===== src/hdl/lane_port_defines.vh =====
// Constants for the lane-to-port configuration block
`ifndef LANE_PORT_DEFINES_VH
`define LANE_PORT_DEFINES_VH
`define NUM_QUADS 10
`define NUM_LANES 40
`define NUM_PORTS 16
`define ENH_QUAD_A 4
`define ENH_QUAD_B 9
`define RATE_1G25 2'h0
`define RATE_2G5 2'h1
`define RATE_3G125 2'h2
`define RATE_RSVD 2'h3
`define MODE_4X 2'h0
`define MODE_1X_L0 2'h1
`define MODE_1X_L2 2'h2
`define MODE_4X1X 2'h3
`define STATUS_PERIOD 11'h400
`define STATUS_CNT_W 11
`define CG_IDLE 2'h0
`define CG_START 2'h1
`define CG_END 2'h2
`define CG_STATUS 2'h3
`define REF_CLK_KHZ 156250
`define CORE_CLK_MULT 2
`endif


===== src/hdl/tx_symbol_pacer.v =====
// Transmit control-symbol pacer for one quad
`timescale 1ns/1ps
`default_nettype none
`include "lane_port_defines.vh"
module tx_symbol_pacer (
  input wire clock_i, // Core clock
  input wire srst_i, // Synchronous reset, active high
  input wire pkt_start_i, // Request to open a packet
  input wire pkt_end_i, // Request to close a packet
  input wire data_i, // Data code-group wanted
  output reg [1:0] cg_kind_o, // Code-group kind sent this cycle
  output wire busy_o // Status symbol steals this slot
);
  reg [`STATUS_CNT_W-1:0] cnt_ff;
  reg [`STATUS_CNT_W-1:0] nxt_cnt;
  reg [1:0] nxt_kind;
  wire status_due;
  // Force status one slot before the limit so the gap never exceeds it
  assign status_due = (cnt_ff == `STATUS_PERIOD - 11'h001);
  assign busy_o = status_due;
  always @*
  begin
    nxt_cnt = cnt_ff + 11'h001;
    nxt_kind = `CG_IDLE;
    if (status_due)
    begin
      nxt_kind = `CG_STATUS;
      nxt_cnt = 11'h000;
    end
    else if (pkt_start_i)
      nxt_kind = `CG_START;
    else if (pkt_end_i)
      nxt_kind = `CG_END;
    else if (data_i)
      nxt_kind = `CG_IDLE;
  end
  always @(posedge clock_i)
  begin
    if (srst_i)
    begin
      cnt_ff <= 11'h000;
      cg_kind_o <= `CG_IDLE;
    end
    else
    begin
      cnt_ff <= nxt_cnt;
      cg_kind_o <= nxt_kind;
    end
  end
endmodule // tx_symbol_pacer
`default_nettype wire


===== src/hdl/lane_port_config.v =====
// Lane-to-port configuration for a 40-lane serial packet switch
`timescale 1ns/1ps
`default_nettype none
`include "lane_port_defines.vh"
module lane_port_config (
  input wire clock_i, // Core clock, twice the reference
  input wire srst_i, // Synchronous reset, active high
  input wire [1:0] line_rate_select_pins_i, // Static rate straps
  input wire quad_ctrl_wr_i, // Write strobe for quad control
  input wire [3:0] quad_ctrl_sel_i, // Quad being written
  input wire [1:0] quad_ctrl_mode_i, // Lane mode for that quad
  input wire [1:0] quad_ctrl_rate_i, // Line rate for that quad
  input wire [`NUM_QUADS-1:0] pkt_start_i, // Per quad packet start
  input wire [`NUM_QUADS-1:0] pkt_end_i, // Per quad packet end
  input wire [`NUM_QUADS-1:0] data_i, // Per quad data wanted
  input wire [`NUM_QUADS-1:0] err_event_i, // Internal error events
  input wire err_clear_i, // Clears the error flag
  output reg [2*`NUM_QUADS-1:0] quad_mode_o, // Mode per quad
  output reg [2*`NUM_QUADS-1:0] quad_rate_o, // Rate per quad
  output reg [`NUM_LANES-1:0] lane_active_o, // Lanes carrying a link
  output reg [`NUM_LANES-1:0] lane_port_start_o, // Lane is a port's first lane
  output reg [4:0] port_count_o, // Number of ports formed
  output reg [2*`NUM_QUADS-1:0] cg_kind_o, // Code-group kind per quad
  output reg cfg_err_o, // Rejected configuration write
  output wire irq_n_o, // Open-drain interrupt, output value
  output wire irq_oe_n_o // Low while the interrupt is driven low
);
  reg [2*`NUM_QUADS-1:0] mode_ff;
  reg [2*`NUM_QUADS-1:0] rate_ff;
  reg strap_done_ff;
  reg err_ff;
  reg [1:0] strap_rate;
  wire [2*`NUM_QUADS-1:0] pace_kind;
  wire wr_rsvd_rate;
  wire wr_bad_mode;
  wire wr_bad_sel;
  wire wr_ok;
  integer q;
  reg [4:0] cnt;
  wire wr_reject;
  wire any_event;
  wire strap_bad;
  wire [`NUM_QUADS-1:0] split_q;
  // Reserved strap code falls back to the slowest rate rather than hang
  always @*
  begin
    if (line_rate_select_pins_i == `RATE_RSVD)
      strap_rate = `RATE_1G25;
    else
      strap_rate = line_rate_select_pins_i;
  end
  assign wr_bad_sel = (quad_ctrl_sel_i >= `NUM_QUADS);
  assign wr_rsvd_rate = (quad_ctrl_rate_i == `RATE_RSVD);
  // Split mode is only legal on the two enhanced quads
  assign wr_bad_mode = (quad_ctrl_mode_i == `MODE_4X1X) && (quad_ctrl_sel_i != `ENH_QUAD_A)
    && (quad_ctrl_sel_i != `ENH_QUAD_B);
  assign wr_ok = quad_ctrl_wr_i && !wr_bad_sel && !wr_rsvd_rate && !wr_bad_mode;
  // A write on the strap capture edge would be overwritten, so refuse it openly
  assign wr_reject = quad_ctrl_wr_i && (!wr_ok || !strap_done_ff);
  assign any_event = |err_event_i;
  // Reserved strap code is an error the host must hear about
  assign strap_bad = !strap_done_ff && (line_rate_select_pins_i == `RATE_RSVD);
  // Straps caught on the first clock after reset release
  always @(posedge clock_i)
  begin
    if (srst_i)
    begin
      mode_ff <= 20'h00000;
      rate_ff <= 20'h00000;
      strap_done_ff <= 1'b0;
    end
    else if (!strap_done_ff)
    begin
      strap_done_ff <= 1'b1;
      rate_ff <= {`NUM_QUADS{strap_rate}};
    end
    else if (wr_ok)
    begin
      mode_ff[2*quad_ctrl_sel_i +: 2] <= quad_ctrl_mode_i;
      rate_ff[2*quad_ctrl_sel_i +: 2] <= quad_ctrl_rate_i;
    end
  end
  // Lane map per quad
  genvar g;
  generate
    for (g = 0; g < `NUM_QUADS; g = g + 1)
    begin : quad_g
      assign split_q[g] = (mode_ff[2*g +: 2] == `MODE_4X1X);
      always @(posedge clock_i)
      begin
        if (srst_i)
        begin
          lane_active_o[4*g +: 4] <= 4'h0;
          lane_port_start_o[4*g +: 4] <= 4'h0;
        end
        else
        begin
          case (mode_ff[2*g +: 2])
            `MODE_4X:
            begin
              lane_active_o[4*g +: 4] <= 4'hF;
              lane_port_start_o[4*g +: 4] <= 4'h1;
            end
            `MODE_1X_L0:
            begin
              lane_active_o[4*g +: 4] <= 4'h1;
              lane_port_start_o[4*g +: 4] <= 4'h1;
            end
            `MODE_1X_L2:
            begin
              lane_active_o[4*g +: 4] <= 4'h4;
              lane_port_start_o[4*g +: 4] <= 4'h4;
            end
            `MODE_4X1X:
            begin
              lane_active_o[4*g +: 4] <= 4'hF;
              lane_port_start_o[4*g +: 4] <= 4'hF;
            end
            default:
            begin
              lane_active_o[4*g +: 4] <= 4'h0;
              lane_port_start_o[4*g +: 4] <= 4'h0;
            end
          endcase
        end
      end
      tx_symbol_pacer pacer_u (
        .clock_i(clock_i),
        .srst_i(srst_i),
        .pkt_start_i(pkt_start_i[g]),
        .pkt_end_i(pkt_end_i[g]),
        .data_i(data_i[g]),
        .cg_kind_o(pace_kind[2*g +: 2]),
        .busy_o()
      );
    end
  endgenerate
  // Port count: ten quads plus three extra per split quad, max sixteen
  always @*
  begin
    cnt = 5'h0A;
    for (q = 0; q < `NUM_QUADS; q = q + 1)
      if (split_q[q])
        cnt = cnt + 5'h03;
  end
  always @(posedge clock_i)
  begin
    if (srst_i)
    begin
      quad_mode_o <= 20'h00000;
      quad_rate_o <= 20'h00000;
      port_count_o <= 5'h0A;
      cg_kind_o <= 20'h00000;
    end
    else
    begin
      quad_mode_o <= mode_ff;
      quad_rate_o <= rate_ff;
      port_count_o <= cnt;
      cg_kind_o <= pace_kind;
    end
  end
  // Sticky error flag: a new error wins over a clear in the same cycle
  always @(posedge clock_i)
  begin
    if (srst_i)
    begin
      cfg_err_o <= 1'b0;
      err_ff <= 1'b0;
    end
    else
    begin
      cfg_err_o <= wr_reject;
      if (any_event || wr_reject || strap_bad)
        err_ff <= 1'b1;
      else if (err_clear_i)
        err_ff <= 1'b0;
    end
  end
  // Open drain: pull low on error, otherwise released
  assign irq_n_o = 1'b0;
  assign irq_oe_n_o = !err_ff;
endmodule // lane_port_config
`default_nettype wire


===== config.mk =====
export PLATFORM = sky130hd
export DESIGN_NAME = lane_port_config
export DESIGN_NICKNAME = d
export VERILOG_FILES = /design/src/hdl/tx_symbol_pacer.v /design/src/hdl/lane_port_config.v
export VERILOG_INCLUDE_DIRS = /design/src /design/src/hdl
export SDC_FILE = /design/constraint.sdc
export NUM_CORES = 1
export LEC_CHECK = 0
export BUFFER_PORTS_ARGS = -buffer_cell sky130_fd_sc_hd__buf_4
export CAP_MARGIN = 20
export CORE_MARGIN = 2
export CORE_UTILIZATION = 41
export CTS_CLUSTER_DIAMETER = 30
export DETAILED_ROUTE_END_ITERATION = 6
export PLACE_DENSITY_LB_ADDON = 0.2
export SYNTH_ARGS = -nofsm -noshare
export SYNTH_HDL_FRONTEND = slang
export SYNTH_SLANG_ARGS = --single-unit

===== constraint.sdc =====
create_clock -name clock_i -period 9 [get_ports clock_i]
set_input_delay 1.8 -clock clock_i [delete_from_list [all_inputs] [get_ports clock_i]]
set_output_delay 1.8 -clock clock_i [all_outputs]
set_load 0.05 [all_outputs]

Word-level counts from Yosys, hierarchy flattened
Cells that the tools add are included.

Register bits: 318. Output and inout port bits: 148. Logic and storage cells: 246.

$add $sub $neg: 20. $lt $le $gt $ge: 1. Eq/ne operators: 46. Shift-type cells: 3. Multiplexer cells: 68. Reductions and logical operators: 59.

Operators by type and width (count): one-hot mux 4 bit (3 select lines) (20); adder 11 x 1 -> 11 bit (second input constant) (10); == test 11 x 10 -> 1 bit (second input constant) (10); variable part select 2 x 34 -> 20 bit (2); two-way mux 2 bit (31); OR reduction 2 bit (30); == test 2 bit (second input constant) (23); adder 5 x 2 -> 5 bit (second input constant) (9); two-way mux 5 bit (9); bitwise mux 20 bit (2); two-way mux 20 bit (2); negation 5 -> 34 bit (1); variable shift 2 x 34 -> 20 bit (first input constant) (1); == test 2 x 1 -> 1 bit (second input constant) (10); zero test 2 bit (10); OR reduction 10 bit (1); logical AND 1 bit (7); zero test 1 bit (6); greater-or-equal comparator 4 bit (second input constant) (1); != test 4 x 3 -> 1 bit (second input constant) (1); != test 4 bit (second input constant) (1); logical OR 1 bit (3); two-way mux 1 bit (3); two-way mux 3 bit (1); 3 further kinds (3).

Logic depth before layout (Yosys ltp)
Word-level depth: 20. Mapped depth: 25. Depth with buffers taken out: 25.

By module
A second synthesis with hierarchy kept.

Cell total of the unflattened synthesis: 1447. Area total of the unflattened synthesis: 13153.9 µm².

By module, submodules not included: lane_port_config (times used 1, cells an instance 886, area an instance 7669.9 µm²); tx_symbol_pacer at quad_g[0].pacer_u ... (times used 9, cells an instance 56, area an instance 546.8 µm²); tx_symbol_pacer at quad_g[9].pacer_u (times used 1, cells an instance 57, area an instance 563.0 µm²).

Worst setup path before layout
OpenSTA, ideal clock, no wires.

Kind: register to register. Start: register mode_ff[1]. End: register port_count_o[4]. Library setup time: 0.072 ns. Arrival time: 4.770 ns. Data required time: 8.928 ns. Slack: 4.159 ns. Stages on the path, launching flop included: 23. Path buffers: 1. Clock period less this slack: 4.841 ns. Cells stage by stage: dfxtp_1 ha_1 inv_1 ha_1 ha_1 buf_2 xor2_2 ha_1 nor2_1 nor2_1 ha_1 xor2_1 and2_1 o21ai_0 and4_4 o21ai_1 a221oi_4 and3_1 o21ai_1 xnor3_1 o2111ai_1 xnor2_1 mux2i_1.

Cells in the longest elaborated chain, start to end: 20.

RTL lines: start: declaration (line lane_port_config.v:28) `` reg [2*`NUM_QUADS-1:0] mode_ff; ``; start signal: indexed assignment (line lane_port_config.v:79) `mode_ff[2*quad_ctrl_sel_i +: 2] <= quad_ctrl_mode_i;`; == test 2 bit (*); net split_q[0] (line lane_port_config.v:43) `` wire [`NUM_QUADS-1:0] split_q; ``; two-way mux 3 bit (*) (line lane_port_config.v:143) `if (split_q[q])`; adder 5 x 2 -> 5 bit (line lane_port_config.v:144) `cnt = cnt + 5'h03;`; two-way mux 5 bit (*) (line lane_port_config.v:143); adder 5 x 2 -> 5 bit (line lane_port_config.v:144); two-way mux 5 bit (*) (line lane_port_config.v:143); adder 5 x 2 -> 5 bit (line lane_port_config.v:144); [... 5 more ...]; adder 5 x 2 -> 5 bit (line lane_port_config.v:144); two-way mux 5 bit (*) (line lane_port_config.v:143); adder 5 x 2 -> 5 bit (line lane_port_config.v:144); two-way mux 5 bit (*) (line lane_port_config.v:143); adder 5 x 2 -> 5 bit (line lane_port_config.v:144); two-way mux 5 bit (*) (line lane_port_config.v:143); adder 5 x 2 -> 5 bit (line lane_port_config.v:144); two-way mux 5 bit (*) (line lane_port_config.v:143); end signal: assignment (line lane_port_config.v:159) `port_count_o <= cnt;`; end: declaration (line lane_port_config.v:22) `output reg [4:0] port_count_o,`.

Mark *: on every way through the listed nets, which the timed path passes. The rest lies on a longest branch. A chain may end at the register's enable or synchronous reset.

Final worst setup path
Ends and elaborated chain as after synthesis.

==> metrics.csv <==
stage,metric,value,unit
cells_and_area,fin_util,53.46,%
setup_path,cp_slowest_stage_delay,540,ps
placed_design,placed_cells,1855,
placed_design,hpwl,18.21,mm
cells_and_area,nNetsFinal,1649,
power_and_ir_drop,total_power,3.714,mW
setup_path,path_class,reg2reg,
grt,first_global_vias,9058,
power_and_ir_drop,power.leakage,6.803,nW
cts,cts_max_path_buffers,3,
placed_design,place_area,0.01375,mm^2
synth,ys_warn_count,0,
power_and_ir_drop,netSwitchingPower,0.9080,mW
detailed_routing,first_pass_iters,5,
sta,fin_crit_sh,63.57,%
synth,synth_top_area_share,47.07,%
placed_design,io_buffers,190,
detailed_routing,wl_per_cell,13.36,um
cts,cts.sinks,288,
power_and_ir_drop,pwr_density_cell,235.0,mW/mm^2
sta,rsz0062_at_grt,false,
sta,skew,45.04,ps
sta,hold_slack,416.0,ps
sta,setup_violations,0,
synth,ys_seq_area_share,47.07,%
cts,cts_max_level,2,
grt,overflow,0,
cts,postCtsHoldBufs,0,
sta,fin_ws,3279,ps
synth,synth-edff-count,0,
sta,fin_crit,5721,ps
synth,syn_area_per_cell,9.047,um^2
die,die_w,176.8,um
synth,ys_ff_latch,288,
detailed_routing,drt_iter0_markers,350,
run,drv_cap,0,
detailed_routing,vias_per_cell,4.796,
sta,slew_headroom,38.30,%
synth,synth_nets,1477,
power_and_ir_drop,p_comb_share,5.6,%
setup_path,cp.arrival,6190,ps
hold_path,hold_path_class,reg2reg,
cts,clk_latency,580,ps
synth,synthCells,1354,
detailed_routing,ant_nets,0,
cts,cts_tree,done,
cts,clockRootBuffer,clkbuf_16,
synth,yosys.area.top_type,dfxtp_1,
synth,yosys-top-cells-area,"dfxtp_1, nor2_1, ha_1",
setup_path,path_max_fanout,9,
cells_and_area,final_cell_mix,"dfxtp_1, nor2_1, buf_4",
setup_path,crit_chain,ha_1 > inv_1 > ha_1 > ha_1 > ha_1 > nand2_1 > o21ai_1 > ha_1 > nor2_1 > nor2_1 > ha_1 > xor2_1 > and2_1 > o21ai_0 > and4_4 > o21ai_1 > a221oi_4 > and3_1 > o21ai_1 > xnor3_1 > o2111ai_1 > xnor2_1 > mux2i_1,
cts,cts_buffers,59,
cells_and_area,syn_to_final_growth,29.02,%
die,rows,63,
cells_and_area,num-fill-cells,2693,
cells_and_area,antenna-diode-count,0,
sta,maxSlewViolCount,0,
power_and_ir_drop,seqPwrFrac,36.0,%
power_and_ir_drop,swShare,24.45,%
power_and_ir_drop,clkPwrFrac,58.5,%
grt,grt_max_degree,119,
synth,synth-async-reset-ratio,0,%
setup_path,worst-endpoint-required,9470,ps
synth,synth_ff_type,dfxtp_1,
cts,post_cts_resized,0,
sta,finalSetupTns,0,ps
grt,grt_pass1_wl,43.63,mm
power_and_ir_drop,p_int,2.806,mW
cells_and_area,finalNonFillerCells,1967,
status,outcome,completed,
cts,clk_pin_slew,50,ps
synth,synth_cell_types,76,
cells_and_area,mostFrequentLayoutCell,dfxtp_1,
die,io_pins,202,
cells_and_area,fin_area,0.01580,mm^2
placed_design,gp_congestion,0.8229,
setup_path,cp-end-kind,flop,
cts,cts_setup_buffers,0,
synth,synth_area,0.01225,mm^2
die,initial_utilization,41.44,%
setup_path,cpMaxStageDelayCell,ha_1,
cells_and_area,drive_gt1_share,20.55,%
die,die_y,176.8,um
detailed_routing,vias,9434,
power_and_ir_drop,irDropWorstVdd,182.5,uV
detailed_routing,drc,0,
setup_path,startpoint_type,flop,
sta,worst_pin_slew,924.6,ps
sta,hold_viol_final,0,
detailed_routing,wirelength,26.28,mm
die,dieArea,0.03127,mm^2
grt,grt_usage,16.87,%
placed_design,pre_cts_slack,3328,ps
die,core_area,0.02956,mm^2
setup_path,cp_common_cell,ha_1,
grt,antenna_found_initial,0,
sta,max_freq,174.8,MHz
## flip-flops by register name, indices dropped and copies added (netlist names)
name                      flops
port_count_o                  5
cfg_err_o                     1
quad_g.pacer_u.cg_kind_o     20
quad_g.pacer_u.cnt_ff       110
lane_active_o                30
cg_kind_o                    20
quad_rate_o                  20
rate_ff                      20
strap_done_ff                 1
mode_ff                      20
err_ff                        1
lane_port_start_o            20
quad_mode_o                  20
## routing by layer
metal / track usage, % / vias to the layer above / share of wire (%)
met5: 0 / - / 0
met3: 3.694 / 54 / 5.6
met4: 6.061 / 0 / 2.4
met2: 28.16 / 234 / 46
li1: - / 4839 / -
met1: 21.44 / 4307 / 46
## cell usage after synthesis, drive strengths merged (4+ instances only)
cell	number
mux2	5
nor2	242
nand2b	10
nand2	81
mux2i	11
and2	18
a21o	6
o211a	5
ha	69
dfxtp	288
nand3b	6
o21ai	30
a31oi	9
a211oi	5
a21oi	33
nor3	20
or3	4
nor2b	52
xnor2	41
and3	35
o2111ai	4
a21boi	4
a221oi	4
nand3	77
buf	46
inv	60
o211ai	8
or2	6
nand4	20
xor2	67
clkbuf	35
nor3b	4
## cell type report
type,count,area [um^2],area share [%]
repair buffers,192,1445,9.144
clock inverters,45,506.7,3.206
clock buffers,67,1546,9.785
well taps,390,488.0,3.088
inverters,62,232.7,1.473
flip-flops and latches,288,5766,36.48
multi-input cells,923,5819,36.82
## worst paths after layout
path / startpoint / endpoint / slack (ps) / cells after the start
setup reg to reg: mode_ff[1] / port_count_o[4] / 3280 / 23
setup / recovery: mode_ff[1] / port_count_o[4] / 3280 / 23
hold reg to reg: quad_g[8].pacer_u.cg_kind_o[1] / cg_kind_o[17] / 420 / 1
hold / removal: quad_g[8].pacer_u.cg_kind_o[1] / cg_kind_o[17] / 420 / 1
## worst max-delay path: cells and delay by family, from the launching register on
family	cells	cell delay, ps
buf+inv	1	90
simple gates	6	920
mux	1	210
compound gates	6	900
fa+ha+maj	6	2120
flops	1	440
xor+xnor	3	890
## power groups by stage
| stage | combinational [mW] | clock [mW] | sequential (mW) |
|---|---|---|---|
| 2_1_floorplan | 0.104 | 0 | 1.40 |
| 3_3_place_gp | 0.205 | 0 | 1.36 |
| 6_report | 0.206 | 2.17 | 1.34 |
| 4_1_cts | 0.209 | 2.22 | 1.34 |
| 3_5_place_dp | 0.207 | 0 | 1.36 |
| 5_1_grt | 0.226 | 2.29 | 1.34 |
## kinds of logic (layout without fill, tap and decap cells)
group	count (synthesis)	after routing	synth area share [%]
AO/OA/AOI/OAI	134	134	7.416
XOR/XNOR	109	109	8.121
adder cells (fa/ha/maj)	70	70	7.130
buffers and inverters	143	366	5.424
flip-flops	288	288	47.07
multiplexers	17	17	1.542
other	1	1	0.03061
AND/OR/NAND/NOR	592	592	23.27
(Power assumes the default switching activity.)
